**src/rtl/addr_map_defines.vh**
```
`ifndef ADDR_MAP_DEFINES_VH
`define ADDR_MAP_DEFINES_VH

// ******************************
// address space bounds
// ******************************
`define ADDR_W 16
`define IO_LO 16'h0000
`define IO_HI 16'h003F
`define RAM_LO 16'h0040
`define RAM_HI 16'h023F
`define UNIMP_A_LO 16'h0240
`define UNIMP_A_HI 16'h0FFF
`define JUMP_LO 16'h1000
`define JUMP_HI 16'h101F
`define ROUT_A_LO 16'h1020
`define ROUT_A_HI 16'h121F
`define UNIMP_B_LO 16'h1220
`define UNIMP_B_HI 16'h137D
`define ROUT_B_LO 16'h137E
`define ROUT_B_HI 16'h13FF
`define UNIMP_C_LO 16'h1400
`define UNIMP_C_HI 16'hBFFF
`define FLASH_LO 16'hC000
`define FLASH_HI 16'hFDFF
`define EXT_SEC_ADDR 16'hFDFF
`define SYS_LO 16'hFE00
`define SYS_HI 16'hFE1F
`define SYS_BRK_ADDR 16'hFE00
`define RST_CAUSE_ADDR 16'hFE01
`define BRK_FLAG_ADDR 16'hFE03
`define IRQ1_ADDR 16'hFE04
`define IRQ2_ADDR 16'hFE05
`define IRQ3_ADDR 16'hFE06
`define FL_CTRL_ADDR 16'hFE08
`define BRK_H_ADDR 16'hFE09
`define BRK_L_ADDR 16'hFE0A
`define BRK_CS_ADDR 16'hFE0B
`define LVS_ADDR 16'hFE0C
`define RSV_A 16'hFE02
`define RSV_B 16'hFE07
`define RSV_C_LO 16'hFE0D
`define RSV_C_HI 16'hFE1F
`define MON_LO 16'hFE20
`define MON_HI 16'hFF7D
`define PROT_ADDR 16'hFF7E
`define UNIMP_D 16'hFF7F
`define TRIM5_ADDR 16'hFF80
`define TRIM3_ADDR 16'hFF81
`define UNIMP_E_LO 16'hFF82
`define UNIMP_E_HI 16'hFFDB
`define VEC_LO 16'hFFDC
`define VEC_HI 16'hFFFF
`define SEC_LO 16'hFFF6
`define SEC_HI 16'hFFFD

// ******************************
// high-page register select indices
// ******************************
`define REG_N 14
`define R_SYS_BRK 0
`define R_RST_CAUSE 1
`define R_BRK_FLAG 2
`define R_IRQ1 3
`define R_IRQ2 4
`define R_IRQ3 5
`define R_FL_CTRL 6
`define R_BRK_H 7
`define R_BRK_L 8
`define R_BRK_CS 9
`define R_LVS 10
`define R_PROT 11
`define R_TRIM5 12
`define R_TRIM3 13

// ******************************
// region codes
// ******************************
`define RG_W 4
`define RG_IO 4'h0
`define RG_RAM 4'h1
`define RG_JUMP 4'h2
`define RG_ROUT 4'h3
`define RG_FLASH 4'h4
`define RG_SYSREG 4'h5
`define RG_MON 4'h6
`define RG_VEC 4'h7
`define RG_RSV 4'h8
`define RG_UNIMP 4'h9

`endif

```
**src/rtl/range_match.v**
```verilog
`timescale 1ns/1ps
`default_nettype none
// inclusive window compare on one address
module range_match #(
  parameter W = 16,
  parameter [W-1:0] LO = {W{1'b0}},
  parameter [W-1:0] HI = {W{1'b0}}
) (
  input wire [W-1:0] addr, // address under test
  output wire hit // address within window
);
  assign hit = (addr >= LO) && (addr <= HI);
endmodule // range_match
`default_nettype wire

```
**src/rtl/sysreg_decode.v**
```verilog
`timescale 1ns/1ps
`default_nettype none
`include "addr_map_defines.vh"
// one-hot selects for the registers scattered in the high page
module sysreg_decode (
  input wire [`ADDR_W-1:0] addr, // current address
  output reg [`REG_N-1:0] sel // one-hot register select
);
  always @* begin
    sel = {`REG_N{1'b0}};
    case (addr)
      `SYS_BRK_ADDR: sel[`R_SYS_BRK] = 1'b1;
      `RST_CAUSE_ADDR: sel[`R_RST_CAUSE] = 1'b1;
      `BRK_FLAG_ADDR: sel[`R_BRK_FLAG] = 1'b1;
      `IRQ1_ADDR: sel[`R_IRQ1] = 1'b1;
      `IRQ2_ADDR: sel[`R_IRQ2] = 1'b1;
      `IRQ3_ADDR: sel[`R_IRQ3] = 1'b1;
      `FL_CTRL_ADDR: sel[`R_FL_CTRL] = 1'b1;
      `BRK_H_ADDR: sel[`R_BRK_H] = 1'b1;
      `BRK_L_ADDR: sel[`R_BRK_L] = 1'b1;
      `BRK_CS_ADDR: sel[`R_BRK_CS] = 1'b1;
      `LVS_ADDR: sel[`R_LVS] = 1'b1;
      `PROT_ADDR: sel[`R_PROT] = 1'b1;
      `TRIM5_ADDR: sel[`R_TRIM5] = 1'b1;
      `TRIM3_ADDR: sel[`R_TRIM3] = 1'b1;
      default: sel = {`REG_N{1'b0}};
    endcase
  end
endmodule // sysreg_decode
`default_nettype wire

```
**src/rtl/memory_map_address_decoder.v**
```verilog
// Notes on behaviour
// - every one of the 64 Kbyte 16-bit addresses falls in exactly one region.
// - $0000-$003F selects the 64-byte zero-page register block.
// - $0040-$023F selects the 512-byte RAM.
// - $C000-$FDFF selects user flash, with its top byte marked as extended security.
// - the unimplemented ranges raise a flag for the illegal address reset.
// - $1000-$101F is the jump table and $1020-$121F, $137E-$13FF the routine rom.
// - $FE20-$FF7D selects the monitor rom.
// - $FE00, $FE01 and $FE03 select the break status, reset cause and break flag registers.
// - $FE04-$FE06 select the three interrupt status registers.
// - $FE08-$FE0C select flash control, breakpoint high, low, control and low-voltage status.
// - $FF7E selects flash protection and $FF80, $FF81 the two oscillator trim bytes.
// - $FFDC-$FFFF selects the 36-byte vector flash.
// - $FFF6-$FFFD are flagged as the eight security bytes.
`timescale 1ns/1ps
`default_nettype none
`include "addr_map_defines.vh"
module memory_map_address_decoder #(
  parameter AW = `ADDR_W
) (
  input wire mclk, // bus clock
  input wire sys_rst, // synchronous reset, active high
  input wire clk_en, // freezes registered state while low, unless sys_rst is high
  input wire [AW-1:0] addr, // address from the processor core
  input wire access, // a bus access is in progress this cycle
  output wire sel_io, // zero-page register block
  output wire sel_ram, // ram array
  output wire sel_jump, // flash routine jump table
  output wire sel_routine, // integrated flash routine rom
  output wire sel_flash, // user flash
  output wire sel_sysreg, // high-page register area
  output wire sel_monitor, // monitor rom
  output wire sel_vector, // vector flash
  output wire sel_reserved, // reserved location
  output wire sel_unimp, // unimplemented location
  output wire ext_security, // extended security byte
  output wire security_byte, // monitor-entry security byte
  output wire system_break_status, // register select
  output wire reset_cause_status, // register select
  output wire break_flag_control, // register select
  output wire irq_status_first, // register select
  output wire irq_status_second, // register select
  output wire irq_status_third, // register select
  output wire flash_program_control, // register select
  output wire breakpoint_addr_high, // register select
  output wire breakpoint_addr_low, // register select
  output wire breakpoint_control_status, // register select
  output wire low_voltage_status, // register select
  output wire flash_protect_boundary, // register select
  output wire osc_trim_high_supply, // register select
  output wire osc_trim_low_supply, // register select
  output wire illegal_access, // unimplemented access in progress
  output reg illegal_addr_rst_q, // registered illegal address reset request
  output reg [AW-1:0] illegal_addr_q, // address of last illegal access
  output reg [`RG_W-1:0] region_q // region code of last access
);

  // ******************************
  // window hits
  // ******************************
  wire h_io, h_ram, h_jump, h_ra, h_rb, h_flash, h_mon, h_vec, h_sec, h_rsvc, h_unie;
  wire [`REG_N-1:0] reg_sel;

  range_match #(.W(AW), .LO(`IO_LO), .HI(`IO_HI)) u_io (.addr(addr), .hit(h_io));
  range_match #(.W(AW), .LO(`RAM_LO), .HI(`RAM_HI)) u_ram (.addr(addr), .hit(h_ram));
  range_match #(.W(AW), .LO(`JUMP_LO), .HI(`JUMP_HI)) u_jmp (.addr(addr), .hit(h_jump));
  range_match #(.W(AW), .LO(`ROUT_A_LO), .HI(`ROUT_A_HI)) u_ra (.addr(addr), .hit(h_ra));
  range_match #(.W(AW), .LO(`ROUT_B_LO), .HI(`ROUT_B_HI)) u_rb (.addr(addr), .hit(h_rb));
  range_match #(.W(AW), .LO(`FLASH_LO), .HI(`FLASH_HI)) u_fl (.addr(addr), .hit(h_flash));
  range_match #(.W(AW), .LO(`MON_LO), .HI(`MON_HI)) u_mon (.addr(addr), .hit(h_mon));
  range_match #(.W(AW), .LO(`VEC_LO), .HI(`VEC_HI)) u_vec (.addr(addr), .hit(h_vec));
  range_match #(.W(AW), .LO(`SEC_LO), .HI(`SEC_HI)) u_sec (.addr(addr), .hit(h_sec));
  range_match #(.W(AW), .LO(`RSV_C_LO), .HI(`RSV_C_HI)) u_rsv (.addr(addr), .hit(h_rsvc));
  range_match #(.W(AW), .LO(`UNIMP_E_LO), .HI(`UNIMP_E_HI)) u_ue (.addr(addr), .hit(h_unie));

  sysreg_decode u_regs (
    .addr(addr),
    .sel(reg_sel)
  );

  // ******************************
  // region selects
  // ******************************
  assign sel_io = h_io;
  assign sel_ram = h_ram;
  assign sel_jump = h_jump;
  assign sel_routine = h_ra | h_rb;
  assign sel_flash = h_flash;
  assign ext_security = (addr == `EXT_SEC_ADDR);
  assign sel_monitor = h_mon;
  assign sel_vector = h_vec;
  assign security_byte = h_sec;

  // reserved locations are selected so nothing else answers; the processor must not use them
  assign sel_reserved = (addr == `RSV_A) | (addr == `RSV_B) | h_rsvc;
  assign sel_sysreg = |reg_sel;

  // unimplemented is the remainder, so exactly one region always holds
  assign sel_unimp = ~(h_io | h_ram | h_jump | h_ra | h_rb | h_flash | h_mon | h_vec |
    sel_reserved | sel_sysreg);

  // ******************************
  // register selects
  // ******************************
  assign system_break_status = reg_sel[`R_SYS_BRK];
  assign reset_cause_status = reg_sel[`R_RST_CAUSE];
  assign break_flag_control = reg_sel[`R_BRK_FLAG];
  assign irq_status_first = reg_sel[`R_IRQ1];
  assign irq_status_second = reg_sel[`R_IRQ2];
  assign irq_status_third = reg_sel[`R_IRQ3];
  assign flash_program_control = reg_sel[`R_FL_CTRL];
  assign breakpoint_addr_high = reg_sel[`R_BRK_H];
  assign breakpoint_addr_low = reg_sel[`R_BRK_L];
  assign breakpoint_control_status = reg_sel[`R_BRK_CS];
  assign low_voltage_status = reg_sel[`R_LVS];
  assign flash_protect_boundary = reg_sel[`R_PROT];
  assign osc_trim_high_supply = reg_sel[`R_TRIM5];
  assign osc_trim_low_supply = reg_sel[`R_TRIM3];

  // ******************************
  // illegal access flag
  // ******************************
  // idle address lines must not raise a reset
  assign illegal_access = access & sel_unimp;

  reg [`RG_W-1:0] region_d;

  always @* begin
    if (sel_io) begin
      region_d = `RG_IO;
    end else if (sel_ram) begin
      region_d = `RG_RAM;
    end else if (sel_jump) begin
      region_d = `RG_JUMP;
    end else if (sel_routine) begin
      region_d = `RG_ROUT;
    end else if (sel_flash) begin
      region_d = `RG_FLASH;
    end else if (sel_sysreg) begin
      region_d = `RG_SYSREG;
    end else if (sel_monitor) begin
      region_d = `RG_MON;
    end else if (sel_vector) begin
      region_d = `RG_VEC;
    end else if (sel_reserved) begin
      region_d = `RG_RSV;
    end else begin
      region_d = `RG_UNIMP;
    end
  end

  // registered copies give the reset logic a clean, glitch-free request
  always @(posedge mclk) begin
    if (sys_rst) begin
      illegal_addr_rst_q <= 1'b0;
      illegal_addr_q <= {AW{1'b0}};
      region_q <= `RG_IO;
    end else if (clk_en) begin
      illegal_addr_rst_q <= illegal_access;
      if (illegal_access) begin
        illegal_addr_q <= addr;
      end
      if (access) begin
        region_q <= region_d;
      end
    end
  end

endmodule // memory_map_address_decoder
`default_nettype wire

```
**config.mk**
```make
export PLATFORM = sky130hd
export DESIGN_NAME = memory_map_address_decoder
export DESIGN_NICKNAME = d
export VERILOG_FILES = /design/src/rtl/range_match.v /design/src/rtl/sysreg_decode.v /design/src/rtl/memory_map_address_decoder.v
export VERILOG_INCLUDE_DIRS = /design/src /design/src/rtl
export SDC_FILE = /design/constraint.sdc
export NUM_CORES = 1
export LEC_CHECK = 0
export BUFFER_PORTS_ARGS = -buffer_cell sky130_fd_sc_hd__buf_4
export CAP_MARGIN = 20
export CORE_ASPECT_RATIO = 1.25
export CORE_MARGIN = 2
export CORE_UTILIZATION = 30
export CTS_BUF_LIST = sky130_fd_sc_hd__clkbuf_2
export CTS_CLUSTER_DIAMETER = 50
export DETAILED_ROUTE_END_ITERATION = 6
export MAX_ROUTING_LAYER = met4
export SETUP_SLACK_MARGIN = 0.5
export SYNTH_ARGS = -nofsm -noshare
export SYNTH_HDL_FRONTEND = slang
export SYNTH_SLANG_ARGS = --single-unit
```
**constraint.sdc**
```tcl
create_clock -name mclk -period 3.3 [get_ports mclk]
set_input_delay 0.825 -clock mclk [delete_from_list [all_inputs] [get_ports mclk]]
set_output_delay 0.825 -clock mclk [all_outputs]
set_load 0.005 [all_outputs]
```
==> results of run 1 <==
==> path summary, 6_finish.rpt <==
check,start,end,slack (ps),cells past startpoint
max,addr[1],illegal_access,310,8
min reg2reg,region_q[2],region_q[2],470,2
max reg2reg,illegal_addr_rst_q,illegal_addr_rst_q,2600,2
min,region_q[2],region_q[2],470,2
==> power groups by stage <==
| stage | Clock, mW | Sequential [mW] | Combinational (mW) |
|---|---|---|---|
| after global routing | 0.135 | 0.275 | 0.214 |
| final | 0.113 | 0.273 | 0.198 |
| after floorplan | 0 | 0.279 | 0.0885 |
| after CTS | 0.120 | 0.273 | 0.182 |
| after detailed placement | 0 | 0.278 | 0.146 |
| after global placement | 0 | 0.278 | 0.146 |
==> state kept, by name, summed over array words and instances (netlist names) <==
register / cells
illegal_addr_q: 16
region_q: 4
illegal_addr_rst_q: 1
==> final cells by class <==
type / instances / area [um2]
flip-flops and latches: 21 / 420.4
clock buffers: 4 / 20.02
repair buffers: 98 / 904.6
well taps: 62 / 77.57
inverters: 2 / 7.507
fillers: 474 / 2385
multi-input cells: 157 / 1265
==> worst max-delay path: cells and delay by family <==
family	cells	cell delay [ps]
adder cells (fa/ha/maj)	1	330
AND/OR/NAND/NOR	4	450
buffers and inverters	2	190
AO/OA/AOI/OAI	1	360
==> cells by family after synthesis <==
logic type,count (synthesis)
flops,21
mux,17
simple gates,120
fa+ha+maj,1
xor+xnor,2
buf+inv,16
compound gates,17
==> metal layers <==
layer	track usage, %	vias to the layer above	part of all wire, %
li1	-	851	-
met2	28.85	48	52
met3	1.989	8	4.9
met5	-	-	0
met1	23.34	813	41
met4	7.308	0	1.5
==> stage by stage <==
| stage | total power [mW] | setup slack [ps] |
|---|---|---|
| global route | 0.6232 | 254.6 |
| CTS | 0.5754 | 323.5 |
| global placement | 0.4242 | 185.2 |
| detailed placement | 0.4244 | 186.1 |
| floorplan | 0.3672 | 459.4 |
| finish | 0.5838 | 313.6 |
==> timing repair <==
item / 4_1_cts / 5_1_grt
buffers inserted: 22 / 3
pin swaps: 18 / 21
setup endpoints to repair: 21 / 21
gates cloned: 0 / 1
gates resized for setup: 46 / 28
==> layout by cell type (no fill, tap or decap), types with 2 or more instances in the layout <==
cell      synthesis  routed
nor3_4            1       4
nor3_2            1       4
nand2b_1         31      31
clkbuf_2          0       4
nor2_1           19      10
and4_1            2       2
dfxtp_1          21      21
a211oi_2          1       3
nand3_2           1       4
buf_4             1      74
nor4_1            4       2
nor3_1           12       6
nor2_2            0       8
and2_2            3       3
nor2b_1           2       2
a21oi_1           3       3
nand2_1          15      13
or2b_1            5       5
nand4_1           3       3
nor4_4            0       2
buf_12            1       7
nand3_1           7       3
nand2_4           0       2
or3_4             0       2
mux2i_1          17      17
buf_6             2      15
inv_1             2       2
==> qor.txt, run 1 <==
status: completed
CTS buffer count: 3
DRC: 0
worst ir drop on vdd: 0.0001050 V
setup TNS: 0 ps
fin nets: 303
Post-CTS Hold Buffers: 0
Logic pwr share: 33.9%
Simple-Gate Fraction of Synth Area: 44.27%
largest family of logic cells by synthesized area: simple AND/OR/NAND/NOR gates
Arr. time, crit path: 2160 ps
design area: 2695 um2
register area share after synthesis: 26.56%
initial antenna violation count: 0
final core occ: 53.05%
FF+latch count, synth: 21
switching pwr: 177.4 uW
Top FF cell, synth: dfxtp_1
WL/cell: 14.66 um
FMAX: 334.9 MHz
most frequent cell after synthesis: nand2b_1
post-route ant nets: 0
Mapped Cells: 194
I/O pin count: 68
DRT iter0 DRCs: 53
Clock Power Share: 19.3%
Worst-path clk slew: 190 ps
area post-placement: 2138 um2
CP Capture Type: primary output
Placed Cells: 314
core area: 5080 um2
Sequential Power Share: 46.7%
Clock Tree Buf Depth: 2
grt ovf: 0
clk_skew: 0 ps
Layout area overhead: 70.28%
WHS: 471.7 ps
Fin. Hold Viols: 0
ys async rst share: 0%
Post-Syn Area: 1583 um2
CP max FO: 8
CTS root buf: clkbuf_2
die width: 68.97 um
largest net degree at the start of global routing: 38
Switching Share: 30.39%
worst-path cell chain: buf_12 -> maj3_2 -> a221oi_4 -> nor4_4 -> nand2b_4 -> nor2_4 -> and2_4 -> buf_6
Tcrit/Tclk final: 90.50%
Synth Area in Adders: 0.7115%
total number of vias: 1,720
vias in the first global route: 1,592
Clock Latency Late Sink: 330 ps
EDFF count, synth: 0
Max stage delay on crit path: 360 ps
GRT Total Usage: 18.23%
Hold/Removal Path Class: reg2reg
post-synthesis xor/xnor area fraction: 1.107%
area fraction of the dominant cell type after synthesis: 26.56%
leakage: 1.181 nW
Avg Cell Area, Syn: 8.159 um2
RSZ-0062 raised after global routing: yes
Final Slew Violations: 0
PortBufs: 67
largest cells by area after synthesis: dfxtp_1, nand2b_1, mux2i_1
worst setup path class: in2out
max cap viols: 0
Ys Warns: 0
Die Y: 85.21 um
PD cells: 216.6 nW/um2
CP Data Required Time: 2470 ps
Detailed Routing Iterations Pass 1: 4
count of cell types in the netlist: 51
Total Wirelength: 5044 um
Mapped Nets: 214
first-pass GRT wire length: 7914 um
Cell Count, Final, Fillers Out: 344
share of cells above drive strength 1: 52.48%
H-tree Lvls: 1
measured slew at the worst slew-check pin: 356.8 ps
Slew headroom: 76.16%
DP HPWL: 3404 um
Die ar.: 5877 um2
clock sink count: 21
mux cell area share after synthesis: 10.75%
DR vias/cell: 5.000
Critical Path Source Type: input port
CTS tree: built
# rows: 29
Post-synth top cells: nand2b_1, dfxtp_1, nor2_1, mux2i_1, nand2_1
final setup vio count: 0
Compound-Gate Fraction of Synth Area: 10.28%
RD Place Congestion: 0.9211
crit path time final: 2986 ps
diodes inserted: 0
top cell type by total area after synthesis: dfxtp_1
Starting Density: 31.16%
Slowest-stage cell, CP: a221oi_4
Int Pwr: 406.4 uW
(Power assumes the default switching activity.)
==> run 2: changes to the inputs <==
==> constraint.sdc (replaced) <==
create_clock -name mclk -period 3.3 [get_ports mclk]
set_input_delay 0.495 -clock mclk [delete_from_list [all_inputs] [get_ports mclk]]
set_output_delay 0.495 -clock mclk [all_outputs]
set_load 0.005 [all_outputs]
==> run 2 against run 1 <==
Clock skew stayed put. Critical path depth did not move. Combinational power down 29%. Power fell by 11%. Clock power fell by 4%. Highest routed layer unchanged.
==> qor.txt, run 2 (synthesized netlist as in run 1, its figures left out) <==
initial antenna violation count: 0 (unchanged)
fill cell count: 556 (+17%)
fin nets: 274 (-9.6%)
Worst Reg-to-Reg Cells: 2 (unchanged)
RD Place Congestion: 0.8647 (-6.1%)
CP Capture Type: primary output
Final Power: 520.9 uW (-11%)
Starting Density: 31.16% (unchanged)
largest net degree at the start of global routing: 38 (unchanged)
Final Slew Violations: 0 (unchanged)
RR Endpoint: illegal_addr_rst_q
Slew headroom: 69.46% (-6.7 points)
met1 usage: 22.62% (-0.72 points)
FMAX: 382.8 MHz (+14%)
max reg flops: 16 (unchanged)
CP max FO: 10 (+2)
cell depth of the worst setup path: 8 (unchanged)
GRT Total Usage: 15.94% (-2.3 points)
diodes inserted: 0 (unchanged)
leakage: 0.8874 nW (-25%)
CP most frequent cell: buf_4
crit path time final: 2612 ps (-374.2 ps)
Detailed Routing Iterations Pass 1: 4 (unchanged)
share of cells above drive strength 1: 34.78% (-18 points)
I/O pin count: 68 (unchanged)
met3 GRT Util: 1.459% (-0.53 points)
grt ovf: 0 (unchanged)
total number of vias: 1,557 (-9.5%)
max cap viols: 0 (unchanged)
Post-CTS Hold Buffers: 0 (unchanged)
Hold/Removal Path Class: in2reg
top flop regs: illegal_addr_q: 16 flops, region_q: 4 flops, illegal_addr_rst_q: 1 flops
Total Wirelength: 4427 um (-12%)
Slowest-stage cell, CP: or3b_1
WL/cell: 14.05 um (-4.2%)
worst setup path class: in2out
Max stage delay on crit path: 420 ps (+60 ps)
CTS root buf: clkbuf_2
Critical Path Start: addr[9]
worst ir drop on vdd: 0.0001002 V (-4.6%)
Die ar.: 5877 um2 (unchanged)
DRC: 0 (unchanged)
DP HPWL: 3431 um (+0.81%)
Worst Setup EP: illegal_access
Clock Tree Buf Depth: 2 (unchanged)
first-pass GRT wire length: 7051 um (-11%)
DR vias/cell: 4.943 (-1.1%)
CP Data Required Time: 2800 ps (+330 ps)
post-route ant nets: 0 (unchanged)
RR Startpoint: illegal_addr_rst_q
Biggest register: illegal_addr_q
PD cells: 246.8 nW/um2 (+14%)
RSZ-0062 raised after global routing: no
Critical Path Source Type: input port
routing usage on met2: 23.78% (-5.1 points)
measured slew at the worst slew-check pin: 455.3 ps (+98.54 ps)
most common cell after layout, fill and taps aside: buf_4
Clock Latency Late Sink: 300 ps (-30 ps)
vias in the first global route: 1,455 (-8.6%)
core area: 5080 um2 (unchanged)
die width: 68.97 um (unchanged)
clock sink count: 21 (unchanged)
final core occ: 41.55% (-12 points)
CTS tree: built
Worst-path clk slew: 200 ps (about the same)
status: completed
clk_skew: 0 ps (unchanged)
H-tree Lvls: 1 (unchanged)
setup TNS: 0 ps (unchanged)
most frequent cells in the layout: buf_4, nand2b_1, dfxtp_1
PortBufs: 67 (unchanged)
Fin. Hold Viols: 0 (unchanged)
Arr. time, crit path: 2120 ps (-40 ps)
Worst Path Buf+Inv: 2 (unchanged)
most used routing layer: met2
CTS buffer count: 3 (unchanged)
Die Y: 85.21 um (unchanged)
flop2flop setup slack: 2600 ps (about the same)
DRT iter0 DRCs: 71 (+34%)
Tcrit/Tclk final: 79.16% (-11 points)
worst-path cell chain: buf_4 -> or3b_1 -> nor3_2 -> o211ai_1 -> nand3_2 -> nor2_1 -> and2_1 -> buf_4
CP delay by family, top: simple AND/OR/NAND/NOR gates
# rows: 29 (unchanged)
final setup vio count: 0 (unchanged)
Layout area overhead: 33.36%
[run 2: changes by cell type in the layout (fill, tap and decap cells not counted), moves of 4 or more]
cell | previous run | this run
nor3_1 | 6 | 11
nor2_1 | 10 | 19
nor2_2 | 8 | 0
nand3_1 | 3 | 7
buf_4 | 74 | 69
buf_6 | 15 | 0
buf_12 | 7 | 0
[run 2: what timing repair did]
item                                    4_1_cts  5_1_grt
buffers inserted                              0        0
resized for setup                             0        1
endpoints found under the setup margin        0        1
[run 2: worst min path at each step]
| stage | start | to | slack [ps] | cells past startpoint |
|---|---|---|---|---|
| 5_1_grt | addr[10] | illegal_addr_q[10] | 410 | 3 |
| 3_5_place_dp | region_q[0] | region_q[0] | 450 | 2 |
| 3_3_place_gp | region_q[2] | region_q[2] | 450 | 2 |
| 4_1_cts | addr[10] | illegal_addr_q[10] | 430 | 3 |
| 2_1_floorplan | region_q[2] | region_q[2] | 450 | 2 |
| 6_report | addr[10] | illegal_addr_q[10] | 440 | 3 |
[run 2: per-layer routing]
layer | wire, um | vias up
met5 | 0 | -
met4 | 36 | 0
met3 | 235 | 4
met2 | 2144 | 41
met1 | 2011 | 718
li1 | - | 794
[run 2: metrics by stage]
step,hold slack (ps),setup WS [ps],cells,instance area [um2]
after floorplan,448.2,1006,194,1583
after global placement,446.5,691.0,311,2086
after detailed placement,446.5,660.1,311,2086
after CTS,425.1,649.2,315,2106
after global routing,406.0,546.4,315,2111
final,442.9,687.8,315,2111
[run 2: power by group]
group	internal [mW]	switching (mW)	total, mW
registers	0.266	0.00618	0.273
clock network	0.0321	0.0760	0.108
logic	0.0686	0.0718	0.140
[run 2: layout make-up]
| class | instances | area (um2) | area share, % |
|---|---|---|---|
| well taps | 62 | 77.57 | 3.675 |
| inverters | 2 | 7.507 | 0.3557 |
| repair buffers | 69 | 518.0 | 24.54 |
| flip-flops and latches | 21 | 420.4 | 19.92 |
| multi-input cells | 157 | 1067 | 50.56 |
| clock buffers | 4 | 20.02 | 0.9484 |
[run 2: tightest hold or removal path, cell delays in order]
cell      delay [ps]
buf_4            120
nand2b_1          60
mux2i_1           60
==> run 3: changes to the inputs <==
- ABC_AREA: unset -> 1
- clock period: 3.3 -> 2.2 ns (I/O delays scaled with it)
==> run 3 against run 2 <==
Cell area grew 35%. Area after synthesis increased by 11%. Sequential share of layout area down 5.1 points. Die area grew 10%. Power grew 74%. First-iteration DRC count rose by 82%. Clock power grew 50%. Worst setup slack worse by 420 ps. Core utilization is 8.0 points higher. Largest cell class unchanged. Largest power group unchanged.
==> qor.txt, run 3 <==
worst ir drop on vdd: 0.0001958 V (+95%)
count of cell types in the netlist: 31 (-39%)
I/O pin count: 68 (unchanged)
grt ovf: 0 (unchanged)
die width: 72.47 um (+5.1%)
top flop regs: illegal_addr_q: 16 flops, region_q: 4 flops, illegal_addr_rst_q: 1 flops
Cell Count, Final, Fillers Out: 431 (+37%)
CP Capture Type: primary output
Clock Latency Late Sink: 320 ps (+20 ps)
Critical Path Source Type: input port
PD cells: 318.4 nW/um2 (+29%)
DR vias/cell: 4.930 (-0.25%)
area post-placement: 2306 um2 (+11%)
vias in the first global route: 1,932 (+33%)
Arr. time, crit path: 1600 ps (-520 ps)
Hold Path End: illegal_addr_rst_q
WL/cell: 13.87 um (-1.3%)
PortBufs: 67 (unchanged)
status: completed
CP Data Required Time: 1870 ps (-930 ps)
Starting Density: 30.62% (-0.53 points)
Worst Reg-to-Reg Cells: 2 (unchanged)
fin nets: 386 (+41%)
Total Wirelength: 5977 um (+35%)
leakage: 1.465 nW (+65%)
final setup vio count: 0 (unchanged)
RR Endpoint: region_q[0]
CP most frequent cell: nand4_1
Post-Syn Area: 1758 um2 (+11%)
EDFF count, synth: 0 (unchanged)
clock sink count: 21 (unchanged)
ys async rst share: 0% (unchanged)
design area: 2845 um2 (+35%)
CTS root buf: clkbuf_2
Worst Hold Path Cells: 2 (-1)
Hold/Removal Path Class: in2reg
Final Slew Violations: 0 (unchanged)
Die Y: 89.59 um (+5.1%)
largest net degree at the start of global routing: 35 (-7.9%)
RR Startpoint: region_q[0]
largest cells by area after synthesis: dfxtp_1, nand2_1, nor2_1
Mapped Nets: 292 (+36%)
RD Place Congestion: 0.9421 (+9.0%)
most common cell after layout, fill and taps aside: buf_4
FMAX: 518.4 MHz
top cell type by total area after synthesis: dfxtp_1
Post-CTS Hold Buffers: 0 (unchanged)
Detailed Routing Iterations Pass 1: 4 (unchanged)
worst setup path class: in2out
Mapped Cells: 272 (+40%)
Top FF cell, synth: dfxtp_1
dpl ws: -56.99 ps (-717.0 ps)
Placed Cells: 401 (+29%)
first-pass GRT wire length: 8901 um (+26%)
clk_skew: 0 ps (unchanged)
most frequent cell after synthesis: nand2_1
Max stage delay on crit path: 190 ps (-230 ps)
worst-path cell chain: buf_8 -> nor2_1 -> nand4_1 -> nand4_1 -> o21ai_2 -> nor2_4 -> nand2_4 -> nor3b_2 -> buf_4
area fraction of the dominant cell type after synthesis: 23.91% (-2.6 points)
Slew headroom: 72.12% (+2.7 points)
Die ar.: 6492 um2 (+10%)
DRT iter0 DRCs: 129 (+82%)
H-tree Lvls: 1 (unchanged)
crit path time final: 1929 ps
max reg flops: 16 (unchanged)
CP delay by family, top: simple AND/OR/NAND/NOR gates
diodes inserted: 0 (unchanged)
post-route ant nets: 0 (unchanged)
Worst Hold Launch: sys_rst
core area: 5741 um2 (+13%)
# rows: 31 (+6.9%)
Final Power: 905.8 uW (+74%)
Biggest register: illegal_addr_q
Layout area overhead: 61.85%
total number of vias: 2,125 (+36%)
Post-synth top cells: nand2_1, nor2_1, inv_1, dfxtp_1, nand4_1
measured slew at the worst slew-check pin: 417.8 ps (-37.57 ps)
most frequent cells in the layout: buf_4, nand2_1, nor2_1
flop2flop setup slack: 1580 ps (-1020 ps)
Slowest-stage cell, CP: nor2_1
RSZ-0062 raised after global routing: yes
CTS buffer count: 3 (unchanged)
Fin. Hold Viols: 0 (unchanged)
Ys Warns: 0 (unchanged)
CP max FO: 3 (-7)
setup ws final: 270.9 ps (-416.9 ps)
GRT Total Usage: 17.81% (+1.9 points)
register area share after synthesis: 23.91% (-2.6 points)
Worst Path Buf+Inv: 2 (unchanged)
Clock Tree Buf Depth: 2 (unchanged)
Avg Cell Area, Syn: 6.463 um2 (-21%)
share of cells above drive strength 1: 52.05% (+17 points)
DP HPWL: 4269 um (+24%)
DRC: 0 (unchanged)
max cap viols: 0 (unchanged)
Tcrit/Tclk final: 87.68%
CTS tree: built
FF+latch count, synth: 21 (unchanged)
Worst-path clk slew: 200 ps (about the same)
initial antenna violation count: 0 (unchanged)
WHS: 175.7 ps (-267.2 ps)
==> run 3: cell count changes after synthesis, sizes merged, moves of 5 or more <==
cell / delta
a21oi: +20
nand2: +50
or2b: -5
nor4: -5
mux2i: -17
nand2b: -32
nand4: +19
o21ai: +6
and2: -5
nor2: +41
nand3: +8
inv: +35
==> run 3: worst reg2reg max path: stages (launching register included) <==
cell     delay [ps]
dfxtp_1         380
nand2_1          50
a21oi_1         140
==> run 3: timing repair <==
item,CTS,global route
setup endpoints to repair,20,29
resized for setup,44,37
hold endpoints to repair,0,0
setup buffers,19,6
gates cloned,0,1
pin swaps,22,42
==> run 3: through the flow <==
step	TNS [ps]	util (%)
after global routing	0	49.56
after detailed placement	-73.76	40.17
after global placement	-72.63	40.17
after CTS	0	46.08
after floorplan	0	-
final	0	49.56
==> run 3: cell families after synthesis <==
logic type	count (synthesis)	share of synthesized area (%)
AND/OR/NAND/NOR	174	52.95
buffers and inverters	47	12.60
AO/OA/AOI/OAI	30	10.53
flip-flops	21	23.91
==> run 3: where the power goes <==
group	switching, mW	internal [mW]	total (mW)
registers	0.0139	0.405	0.418
clock network	0.121	0.0412	0.162
logic	0.179	0.146	0.325
total	0.314	0.592	0.906
==> run 3: cell type report <==
cell class                      count  area (um2)
Sequential cell                    21       420.4
Timing Repair Buffer               97       825.8
Clock buffer                        3       15.01
Clock inverter                      1       5.005
Inverter                           39       171.4
Fill cell                         603        2895
Multi-Input combinational cell    204        1325
Tap cell                           66       82.58
==> run 3: worst max-delay path by stage <==
| stage | start | to | slack, ps | cells past startpoint |
|---|---|---|---|---|
| floorplan | addr[8] | sel_unimp | 430 | 12 |
| global placement | addr[0] | illegal_addr_q[10] | -60 | 13 |
| detailed placement | addr[0] | illegal_addr_q[10] | -60 | 13 |
| CTS | addr[13] | sel_sysreg | 300 | 11 |
| global route | addr[11] | illegal_access | 190 | 9 |
| finish | addr[11] | illegal_access | 270 | 9 |
==> run 3: per-layer routing <==
layer | global-route usage (%) | up-vias | routed length [um]
li1 | - | 1076 | -
met1 | 20.91 | 961 | 2411
met2 | 32.61 | 76 | 3139
met3 | 2.344 | 12 | 269
met4 | 3.535 | 0 | 157
met5 | - | - | 0
